$ cat src/rtl/rcf_pkg.sv
// Constants shared by the reset cause flag block
package rcf_pkg;

  // ==========================================================================
  // Register byte offsets
  localparam logic [7:0] OFF_FLAGS    = 8'h00;
  localparam logic [7:0] OFF_CONFIG   = 8'h04;
  localparam logic [7:0] OFF_IRQ_STAT = 8'h08;
  localparam logic [7:0] OFF_IRQ_MASK = 8'h0c;

  // ==========================================================================
  // Flag and config field positions
  localparam int BIT_STK_OVF  = 7;
  localparam int BIT_STK_UNF  = 6;
  localparam int BIT_WDT_N    = 4;
  localparam int BIT_PIN_N    = 3;
  localparam int BIT_INSTR_N  = 2;
  localparam int BIT_POR_N    = 1;
  localparam int BIT_BOR_N    = 0;
  localparam int BIT_CFG_STK_EN = 0;

  // ==========================================================================
  // Reset and load values
  localparam logic [7:0] FLAGS_IMPL_MASK = 8'hdf;
  localparam logic [7:0] FLAGS_POR_VAL   = 8'h1c;
  localparam logic [7:0] FLAGS_BOR_VAL   = 8'h1c;
  localparam logic [7:0] FLAGS_BOR_KEEP  = 8'h02;
  localparam logic [7:0] IRQ_STAT_RST    = 8'h02;
  localparam logic [7:0] IRQ_MASK_RST    = 8'h00;
  localparam logic       CFG_STK_EN_RST  = 1'b0;

endpackage : rcf_pkg

$ cat src/rtl/rcf_reg_if.sv
// Register access carrier between the bus slave and the flag core
`timescale 1ns/100ps
`default_nettype none

interface rcf_reg_if;
  logic [7:0]  addr;
  logic        wr_stb;
  logic [7:0]  wdata;
  logic [31:0] rdata;

  modport slave
  (
    output addr,
    output wr_stb,
    output wdata,
    input  rdata
  );

  modport core
  (
    input  addr,
    input  wr_stb,
    input  wdata,
    output rdata
  );
endinterface : rcf_reg_if

`default_nettype wire

$ cat src/rtl/rcf_sync.sv
// Two flip-flop synchroniser for asynchronous inputs
`timescale 1ns/100ps
`default_nettype none

module rcf_sync #(
  parameter int               W       = 1,
  parameter logic [W-1:0]     RST_VAL = '0
) (
  input  wire logic         clk,
  input  wire logic         reset_n,
  input  wire logic [W-1:0] async_in,
  output logic      [W-1:0] sync_out
);

  typedef struct packed {
    logic [W-1:0] meta;
    logic [W-1:0] stable;
  } rcf_sync_st_t;

  rcf_sync_st_t st_q;
  rcf_sync_st_t st_d;

  always_comb
  begin
    st_d        = st_q;
    st_d.meta   = async_in;
    st_d.stable = st_q.meta;
  end

  always_ff @(posedge clk or negedge reset_n)
  begin
    if (!reset_n)
    begin
      st_q <= {RST_VAL, RST_VAL};
    end
    else
    begin
      st_q <= st_d;
    end
  end

  assign sync_out = st_q.stable;

endmodule : rcf_sync

`default_nettype wire

$ cat src/rtl/rcf_wb_slave.sv
// Classic Wishbone slave front end for the reset cause flag block
`timescale 1ns/100ps
`default_nettype none

module rcf_wb_slave (
  input  wire logic        clk,
  input  wire logic        reset_n,
  input  wire logic        wb_cyc_i,
  input  wire logic        wb_stb_i,
  input  wire logic        wb_we_i,
  input  wire logic [7:0]  wb_adr_i,
  input  wire logic [3:0]  wb_sel_i,
  input  wire logic [31:0] wb_dat_i,
  output logic      [31:0] wb_dat_o,
  output logic             wb_ack_o,
  rcf_reg_if.slave         regs
);

  typedef struct packed {
    logic        ack;
    logic [31:0] dat;
  } rcf_wb_st_t;

  rcf_wb_st_t st_q;
  rcf_wb_st_t st_d;
  logic       req;

  // ==========================================================================
  // One wait state: ack in the cycle after the request, dropped the next
  always_comb
  begin
    req      = wb_cyc_i && wb_stb_i;
    st_d     = st_q;
    st_d.ack = req && !st_q.ack;
    if (req && !st_q.ack && !wb_we_i)
    begin
      st_d.dat = regs.rdata;
    end
  end

  always_ff @(posedge clk or negedge reset_n)
  begin
    if (!reset_n)
    begin
      st_q <= '0;
    end
    else
    begin
      st_q <= st_d;
    end
  end

  // Write takes effect at the edge where the master sees ack
  assign regs.addr   = wb_adr_i;
  assign regs.wdata  = wb_dat_i[7:0];
  assign regs.wr_stb = req && wb_we_i && st_q.ack && wb_sel_i[0];
  assign wb_ack_o    = st_q.ack;
  assign wb_dat_o    = st_q.dat;

endmodule : rcf_wb_slave

`default_nettype wire

$ cat src/rtl/rcf_top.sv
// Reset cause flag register with Wishbone access and event interrupt
//
// How it works
// - Apart from power-on and brown-out, a reset cause changes only its own flag, all other flags hold their value.
// - Once running, only software and a brown-out move a flag back to its inactive level.
// - Software may write any flag to its active level, it reads back and triggers no reset.
// - Bit 7 is set on stack overflow, is zero after power-on or brown-out, software may clear it.
// - Bit 6 is set on stack underflow, is zero after power-on or brown-out, software may clear it.
// - Bit 4 goes low on a watchdog reset, is one after power-on or brown-out, firmware may set it.
// - Bit 3 goes low on an external pin reset and firmware may set it back to one.
// - Bit 2 goes low on a reset instruction, is one after power-on or brown-out, firmware may set it.
// - Bit 1 goes low on power-on and software must set it to see the next power-on.
// - Bit 0 goes low on brown-out and software must set it after power-on or brown-out.
// - Stack overflow or underflow resets and is recorded only while the stack reset enable is one.
//
// Decided for this implementation: the register addresses and the Wishbone interface to the registers.
`timescale 1ns/100ps
`default_nettype none

module rcf_top (
  input  wire logic        clk,
  input  wire logic        reset_n,
  input  wire logic        wb_cyc_i,
  input  wire logic        wb_stb_i,
  input  wire logic        wb_we_i,
  input  wire logic [7:0]  wb_adr_i,
  input  wire logic [3:0]  wb_sel_i,
  input  wire logic [31:0] wb_dat_i,
  output logic      [31:0] wb_dat_o,
  output logic             wb_ack_o,
  input  wire logic        external_reset_pin_n,
  input  wire logic        brownout_detect,
  input  wire logic        watchdog_timeout,
  input  wire logic        reset_instr_exec,
  input  wire logic        stack_overflow,
  input  wire logic        stack_underflow,
  output logic      [7:0]  reset_cause_flags,
  output logic             stack_reset_req,
  output logic             irq
);

  // ==========================================================================
  // State
  typedef struct packed {
    logic [7:0] flags;
    logic       stk_en;
    logic [7:0] irq_stat;
    logic [7:0] irq_mask;
    logic       stk_req;
    logic       pin_prev_n;
    logic       bor_prev;
  } rcf_st_t;

  rcf_st_t     st_q;
  rcf_st_t     st_d;
  logic        pin_n_s;
  logic        bor_s;
  logic        pin_fall;
  logic        bor_rise;
  logic        stk_ovf_ev;
  logic        stk_unf_ev;
  logic [7:0]  events;
  logic [31:0] rdata;

  rcf_reg_if   regs ();

  function automatic logic reg_hit(input logic [7:0] addr, input logic [7:0] off);
    reg_hit = (addr == off);
  endfunction : reg_hit

  // ==========================================================================
  // Bus front end and pin synchronisers
  rcf_wb_slave u_wb
  (
    .clk      (clk),
    .reset_n  (reset_n),
    .wb_cyc_i (wb_cyc_i),
    .wb_stb_i (wb_stb_i),
    .wb_we_i  (wb_we_i),
    .wb_adr_i (wb_adr_i),
    .wb_sel_i (wb_sel_i),
    .wb_dat_i (wb_dat_i),
    .wb_dat_o (wb_dat_o),
    .wb_ack_o (wb_ack_o),
    .regs     (regs.slave)
  );

  rcf_sync #(
    .W       (2),
    .RST_VAL (2'h1)
  ) u_sync
  (
    .clk      (clk),
    .reset_n  (reset_n),
    .async_in ({brownout_detect, external_reset_pin_n}),
    .sync_out ({bor_s, pin_n_s})
  );

  // ==========================================================================
  // Cause events
  always_comb
  begin
    pin_fall   = st_q.pin_prev_n && !pin_n_s;
    bor_rise   = bor_s && !st_q.bor_prev;
    stk_ovf_ev = stack_overflow && st_q.stk_en;
    stk_unf_ev = stack_underflow && st_q.stk_en;
    events                = '0;
    events[rcf_pkg::BIT_STK_OVF] = stk_ovf_ev;
    events[rcf_pkg::BIT_STK_UNF] = stk_unf_ev;
    events[rcf_pkg::BIT_WDT_N]   = watchdog_timeout;
    events[rcf_pkg::BIT_PIN_N]   = pin_fall;
    events[rcf_pkg::BIT_INSTR_N] = reset_instr_exec;
    events[rcf_pkg::BIT_BOR_N]   = bor_rise;
  end

  // ==========================================================================
  // Next state
  always_comb
  begin
    st_d            = st_q;
    st_d.pin_prev_n = pin_n_s;
    st_d.bor_prev   = bor_s;
    st_d.stk_req    = stk_ovf_ev || stk_unf_ev;

    // Software first, so a cause in the same cycle wins over the write
    if (regs.wr_stb)
    begin
      if (reg_hit(regs.addr, rcf_pkg::OFF_FLAGS))
      begin
        st_d.flags = regs.wdata & rcf_pkg::FLAGS_IMPL_MASK;
      end
      if (reg_hit(regs.addr, rcf_pkg::OFF_CONFIG))
      begin
        st_d.stk_en = regs.wdata[rcf_pkg::BIT_CFG_STK_EN];
      end
      if (reg_hit(regs.addr, rcf_pkg::OFF_IRQ_STAT))
      begin
        st_d.irq_stat = st_q.irq_stat & ~regs.wdata;
      end
      if (reg_hit(regs.addr, rcf_pkg::OFF_IRQ_MASK))
      begin
        st_d.irq_mask = regs.wdata & rcf_pkg::FLAGS_IMPL_MASK;
      end
    end

    // Brown-out loads defaults except the power-on bit
    if (bor_rise)
    begin
      st_d.flags = (st_d.flags & rcf_pkg::FLAGS_BOR_KEEP)
                 | rcf_pkg::FLAGS_BOR_VAL;
    end

    // Each cause touches its own bit only, and only toward active
    if (watchdog_timeout)
    begin
      st_d.flags[rcf_pkg::BIT_WDT_N] = 1'b0;
    end
    if (!pin_n_s)
    begin
      st_d.flags[rcf_pkg::BIT_PIN_N] = 1'b0;
    end
    if (reset_instr_exec)
    begin
      st_d.flags[rcf_pkg::BIT_INSTR_N] = 1'b0;
    end
    if (stk_ovf_ev)
    begin
      st_d.flags[rcf_pkg::BIT_STK_OVF] = 1'b1;
    end
    if (stk_unf_ev)
    begin
      st_d.flags[rcf_pkg::BIT_STK_UNF] = 1'b1;
    end

    st_d.irq_stat = (st_d.irq_stat | events) & rcf_pkg::FLAGS_IMPL_MASK;
  end

  // ==========================================================================
  // Registers; only the power-on reset initialises the flags
  always_ff @(posedge clk or negedge reset_n)
  begin
    if (!reset_n)
    begin
      st_q.flags      <= rcf_pkg::FLAGS_POR_VAL;
      st_q.stk_en     <= rcf_pkg::CFG_STK_EN_RST;
      st_q.irq_stat   <= rcf_pkg::IRQ_STAT_RST;
      st_q.irq_mask   <= rcf_pkg::IRQ_MASK_RST;
      st_q.stk_req    <= 1'b0;
      st_q.pin_prev_n <= 1'b1;
      st_q.bor_prev   <= 1'b0;
    end
    else
    begin
      st_q <= st_d;
    end
  end

  // ==========================================================================
  // Read mux, unmapped addresses read zero
  always_comb
  begin
    rdata = '0;
    if (reg_hit(regs.addr, rcf_pkg::OFF_FLAGS))
    begin
      rdata[7:0] = st_q.flags & rcf_pkg::FLAGS_IMPL_MASK;
    end
    else if (reg_hit(regs.addr, rcf_pkg::OFF_CONFIG))
    begin
      rdata[rcf_pkg::BIT_CFG_STK_EN] = st_q.stk_en;
    end
    else if (reg_hit(regs.addr, rcf_pkg::OFF_IRQ_STAT))
    begin
      rdata[7:0] = st_q.irq_stat;
    end
    else if (reg_hit(regs.addr, rcf_pkg::OFF_IRQ_MASK))
    begin
      rdata[7:0] = st_q.irq_mask;
    end
  end

  assign regs.rdata        = rdata;
  assign reset_cause_flags = st_q.flags;
  assign stack_reset_req   = st_q.stk_req;
  assign irq               = |(st_q.irq_stat & st_q.irq_mask);

endmodule : rcf_top

`default_nettype wire

$ cat config.mk
export PLATFORM = sky130hd
export DESIGN_NAME = rcf_top
export DESIGN_NICKNAME = d
export VERILOG_FILES = /design/src/rtl/rcf_pkg.sv /design/src/rtl/rcf_reg_if.sv /design/src/rtl/rcf_sync.sv /design/src/rtl/rcf_wb_slave.sv /design/src/rtl/rcf_top.sv
export SDC_FILE = /design/constraint.sdc
export NUM_CORES = 1
export LEC_CHECK = 0
export ABC_AREA = 1
export CORE_MARGIN = 1
export CORE_UTILIZATION = 40
export CTS_CLUSTER_SIZE = 24
export DETAILED_ROUTE_END_ITERATION = 8
export DONT_BUFFER_PORTS = 1
export GPL_TIMING_DRIVEN = 0
export PLACE_DENSITY_LB_ADDON = 0.05
export SYNTH_ARGS = -nofsm -noshare
export SYNTH_HDL_FRONTEND = slang
export SYNTH_SLANG_ARGS = --single-unit
$ cat constraint.sdc
create_clock -name clk -period 1.29 [get_ports clk]
set_input_delay 0.258 -clock clk [delete_from_list [all_inputs] [get_ports clk]]
set_output_delay 0.258 -clock clk [all_outputs]
set_load 0.1 [all_outputs]
* Yosys cells after proc, flatten, opt, wreduce, memory -nomap -nowiden *
Cells that the tools add are included.

storage, ports and cells
  register bits = 39
  bits of input ports = 55
  output and inout port bits = 43

operators by class
  equal/unequal tests = 5
  mux-type cells = 16
  bitwise gates (word level) = 4
  reductions and logical operators = 35

operator list
  operator                                                          count
  8-bit two-way mux                                                 7
  25-bit two-way mux                                                1
  3-bit nonzero test                                                8
  8-bit AND                                                         2
  8-bit by 4-bit == test with 1-bit output (second input constant)  2
  2-bit AND reduction                                               8
  1-bit logical AND                                                 10
  8-bit by 3-bit == test with 1-bit output (second input constant)  1
  8-bit logical NOT                                                 1
  8-bit inverter                                                    1
  8-bit OR                                                          1
  8-bit OR reduction                                                1
  1-bit two-way mux                                                 7
  7-bit two-way mux                                                 1
  3-bit != test (second input constant)                             2
  1-bit logical NOT                                                 4
  2-bit nonzero test                                                2
  1-bit logical OR                                                  1

* Logic depth before layout (Yosys ltp) *
  word-level depth = 7
  gate-level depth with buffers = 8

* Hierarchy *
From an unflattened synthesis, not the netlist that was laid out.

second synthesis, totals
  cell total of the unflattened synthesis = 353
  area, all modules = 2964.1 µm²

modules (own cells, without submodules)
  module        instances  cells each  area each (µm²)  sequential area each (µm²)
  rcf_wb_slave  1          160         1467.7           825.8
  rcf_top       1          189         1393.8           631.9
  rcf_sync      1          4           102.6            102.6

* Least setup slack after synthesis *
No wires, ideal clock.

  path kind = register -> register
  start = register u_wb.st_q, in the netlist u_wb.wb_ack_o
  end = register st_q[4] (netlist bit)
  library setup time = 0.118 ns
  arrival = 1.821 ns
  required time = 1.172 ns
  setup slack = -0.649 ns
  stages on the path, launching flop included = 7
  path buffers = 1
  clock period less this slack = 1.939 ns
  cell sequence = dfrtp_1 nand3_2 nor2_8 nand3_4 buf_6 nand2_1 o21ai_2

between the ends
  cells in the longest elaborated chain, start to end = 3

RTL lines
  element                         line                text
  from (decl)                     rcf_wb_slave.sv:24  rcf_wb_st_t st_q;
  from (signal assigned)          rcf_wb_slave.sv:49  st_q <= st_d;
  1-bit logical AND (2 in a row)  rcf_wb_slave.sv:56  assign regs.wr_stb = req && wb_we_i && st_q.ack && wb_sel_i[0];
  2-bit AND reduction (no line)   -
  to (signal assigned)            rcf_top.sv:194      st_q <= st_d;
  to (decl)                       rcf_top.sv:54       rcf_st_t st_q;

No other way between the ends.
A chain may end at the register's enable or synchronous reset.

* Final worst setup path *
  start = register st_q[7] (netlist bit)
  end = output irq

between the ends
  cells in the longest elaborated chain, start to end = 2

RTL lines
  element             line            text
  8-bit AND           rcf_top.sv:224  assign irq = |(st_q.irq_stat & st_q.irq_mask);
  8-bit OR reduction  rcf_top.sv:224
  to (decl)           rcf_top.sv:39   output logic irq

No other way between the ends.

==> flow_metrics.py <==
metrics = {
    "routing": {
        "drc_errors": 0,
        "routed_via_density": 4.376,
        "num_vias": 1593,
        "drt_pass1_iterations": 4,
        "wire_per_inst_um": 12.66,
        "drt_iter0_markers": 40,
        "drt_wl_total_mm": 4.607,
        "ant_nets": 0,
    },
    "yosys": {
        "synthArstFlopShare_pct": 100.0,
        "yosys_warnings": 0,
        "synthMuxAreaShare_pct": 0,
        "synth_fa_ha_area_share_pct": 0,
        "netlist_area_um2": 2029,
        "yosys.area.top_type": "dfrtp_1",
        "synth_xor_area_share_pct": 0,
        "synth_flop_cell": "dfrtp_1",
        "yosys.area_share.simple_pct": 29.10,
        "synth_top_cells_by_area": "dfrtp_1 (37%), nand2_1 (14%), buf_4 (13%)",
        "syn-instance-count": 243,
        "ys_seq_area_share_pct": 46.05,
        "syn_avg_cell_area_um2": 8.352,
        "synth-seq-cells": 37,
        "synth-compound-area-share_pct": 7.830,
        "synth.distinct_cells": 28,
        "synth_top_family_by_area": "simple AND/OR/NAND/NOR gates",
        "synth_commonest_cells": "nand2_1 (74), buf_4 (34), dfrtp_1 (30)",
        "synth.most_common_cell": "nand2_1",
        "synth_top_area_share_pct": 36.99,
        "synth_edf_count": 0,
    },
    "clock_tree": {
        "clock-root-buffer": "clkbuf_8",
        "h-tree-depth": 2,
        "clock_sinks": 37,
        "insertion_delay_ps": 290,
        "numCtsBuffers": 5,
        "cts_buffer_depth": 2,
        "cts_tree": "yes",
        "clk_pin_slew_ps": 80,
    },
    "layout": {
        "area_growth_syn_to_layout_pct": 34.59,
        "final_design_area_no_fill_um2": 2731,
        "fill_cells": 463,
        "diodes": 0,
        "multiInputGateArea_um2": 997.2,
        "drive_gt1_share_pct": 41.08,
        "nets": 351,
        "seqCellArea_um2": 948.4,
    },
    "worst_setup_path": {
        "rrSetupSlack_ps": -240,
        "crit_path_start_kind": "flop",
        "worstPathRequired_ps": 1030,
        "crit_end": "irq",
        "cp.arrival_ps": 1370,
        "path_buf_inv": 0,
        "worst_setup_path_end_kind": "primary output",
        "timing.rr.start": "u_wb.wb_ack_o",
        "worst-path-stages": 4,
        "crit_top_cell": "nand2_1",
        "crit_type": "reg2out",
        "crit_chain": "nand2_1, nand2_1, a221oi_4, nand2_4",
        "critPathMaxFanout": 2,
        "worstReg2RegEnd": "st_q[3]",
        "startpoint": "st_q[7]",
        "max_stage_delay_ps": 400,
        "r2r_cells": 6,
        "crit_slowest_cell": "dfrtp_1",
        "path_delay_family": "simple AND/OR/NAND/NOR gates",
    },
    "run_status": {
        "run_status": "finished with violations",
        "violations": "negative setup slack",
    },
    "timing": {
        "layout_setup_ws_ps": -334.6,
        "clock-skew-final_ps": 2.479,
        "period_minus_slack_ps": 1625,
        "report.final.slew_viol_count": 0,
        "period_share_pct": 125.9,
        "rsz0062_at_grt": "yes",
        "setup_violations": 27,
        "clock.fmax_mhz": 615.5,
        "finalHoldViolCount": 0,
    },
    "global_route": {
        "grtUsageTotal_pct": 18.92,
        "grt_pass1_wl_mm": 7.486,
        "antenna_found_initial": 0,
        "overflow": 0,
        "grt_pass1_vias": 1480,
        "grt_max_degree": 38,
    },
    "job": {
        "maxCapViolations": 0,
    },
    "floorplan": {
        "start_util_pct": 42.13,
        "die-area_um2": 5363,
        "die_w_um": 73.23,
        "core_area_um2": 4817,
        "rows": 25,
        "die_h_um": 73.23,
        "num_io_pins": 98,
    },
    "placement": {
        "place_area_um2": 2230,
        "dpl.hpwl_mm": 3.076,
        "portBuffers": 0,
        "routabilityCongestion": 0.7489,
    },
    "power_and_ir_drop": {
        "powerDensity_nw_per_um2": 1062,
        "p_total_w": 0.002901,
        "leakagePower_nw": 1.376,
        "vdd_drop_max_mv": 0.7307,
    },
    "min_path": {
        "hp-class": "in2reg",
    },
}
## cells in the final DEF, fill, tap and decap left out, types with 2 or more instances in the layout
master         netlist  routed
nand3_2              1       4
a21oi_2              0       2
inv_1               18      17
nand3_4              1       2
o21ai_1              0       4
o21ai_2              7      11
dfrtp_2              0       8
a21oi_1              4       2
clkbuf_8             0       5
dlygate4sd3_1        0       3
dfstp_2              7       7
nand3_1             18      14
nand2_4              0       8
clkinv_4             0       2
inv_2                1       2
conb_1               1      26
buf_4               34      40
nor2_4               3       3
nand2_1             74      65
nor2_1              18      18
dfrtp_1             30      21
buf_6                1       7
buf_12               0       4
nand2_2              5       5
## power by group
part,total [W],switching [W],internal [W]
Sequential,0.00140,0.000186,0.00121
Clock,0.000812,0.000429,0.000383
Combinational,0.000690,0.000537,0.000154
Total,0.00290,0.00115,0.00175
## worst min-delay path by stage
stage / startpoint / end / slack [ps] / cells after the start
after floorplan: reset_n / reset_cause_flags[0] / -40 / 0
after global placement: reset_n / u_wb.wb_dat_o[4] / -40 / 0
after detailed placement: reset_n / u_wb.wb_dat_o[4] / -40 / 0
after CTS: reset_instr_exec / st_q[13] / 100 / 2
after global routing: reset_instr_exec / st_q[13] / 110 / 2
final: reset_instr_exec / st_q[13] / 110 / 2
## cell type report
class	instances	share of cell area, %
multi-input combinational	176	36.51
sequential	37	34.72
buffer	35	11.41
timing repair buffer	21	8.062
tap	67	3.069
inverter	20	2.886
clock buffer	5	2.519
clock inverter	3	0.8246
## flip-flops by register name (all words and copies together) (netlist names)
name	cells
st_q	17
stack_reset_req	1
u_sync.st_d	2
u_sync.sync_out	2
u_wb.wb_ack_o	1
reset_cause_flags	7
u_wb.wb_dat_o	7
## layer usage
metal | GRT usage (%) | wire (µm) | vias to the layer above
li1 | - | - | 818
met1 | 26.95 | 2101 | 719
met2 | 29.12 | 2198 | 48
met3 | 4.282 | 230 | 8
met4 | 4.575 | 76 | 0
met5 | 0 | 0 | -
## stage by stage
stage / cells / util [%] / hold WS (ps) / setup slack (ps) / TNS, ps
after floorplan: 268 / - / -37.59 / -119.7 / -1311
after global placement: 335 / 46.29 / -36.68 / -278.1 / -5656
after detailed placement: 335 / 46.29 / -36.73 / -270.0 / -5756
after CTS: 362 / 55.27 / 102.4 / -314.0 / -5507
after global routing: 364 / 56.70 / 112.1 / -399.6 / -6899
final: 364 / 56.70 / 110.5 / -334.6 / -4611
## cell families (layout without fill, tap and decap cells)
family / count (synthesis) / after routing
flops: 37 / 37
other cells: 1 / 26
compound gates: 24 / 24
simple gates: 126 / 126
buf+inv: 55 / 84
## timing repair
item                       in CTS  in global routing
setup endpoints to repair      41                 34
pin swaps                      18                  8
gates resized for setup        53                 11
hold buffers                    4                  0
gates cloned                    1                  0
hold endpoints to repair       39                  0
buffers inserted               14                  2
Note: power is estimated with default switching activity, not from simulation.
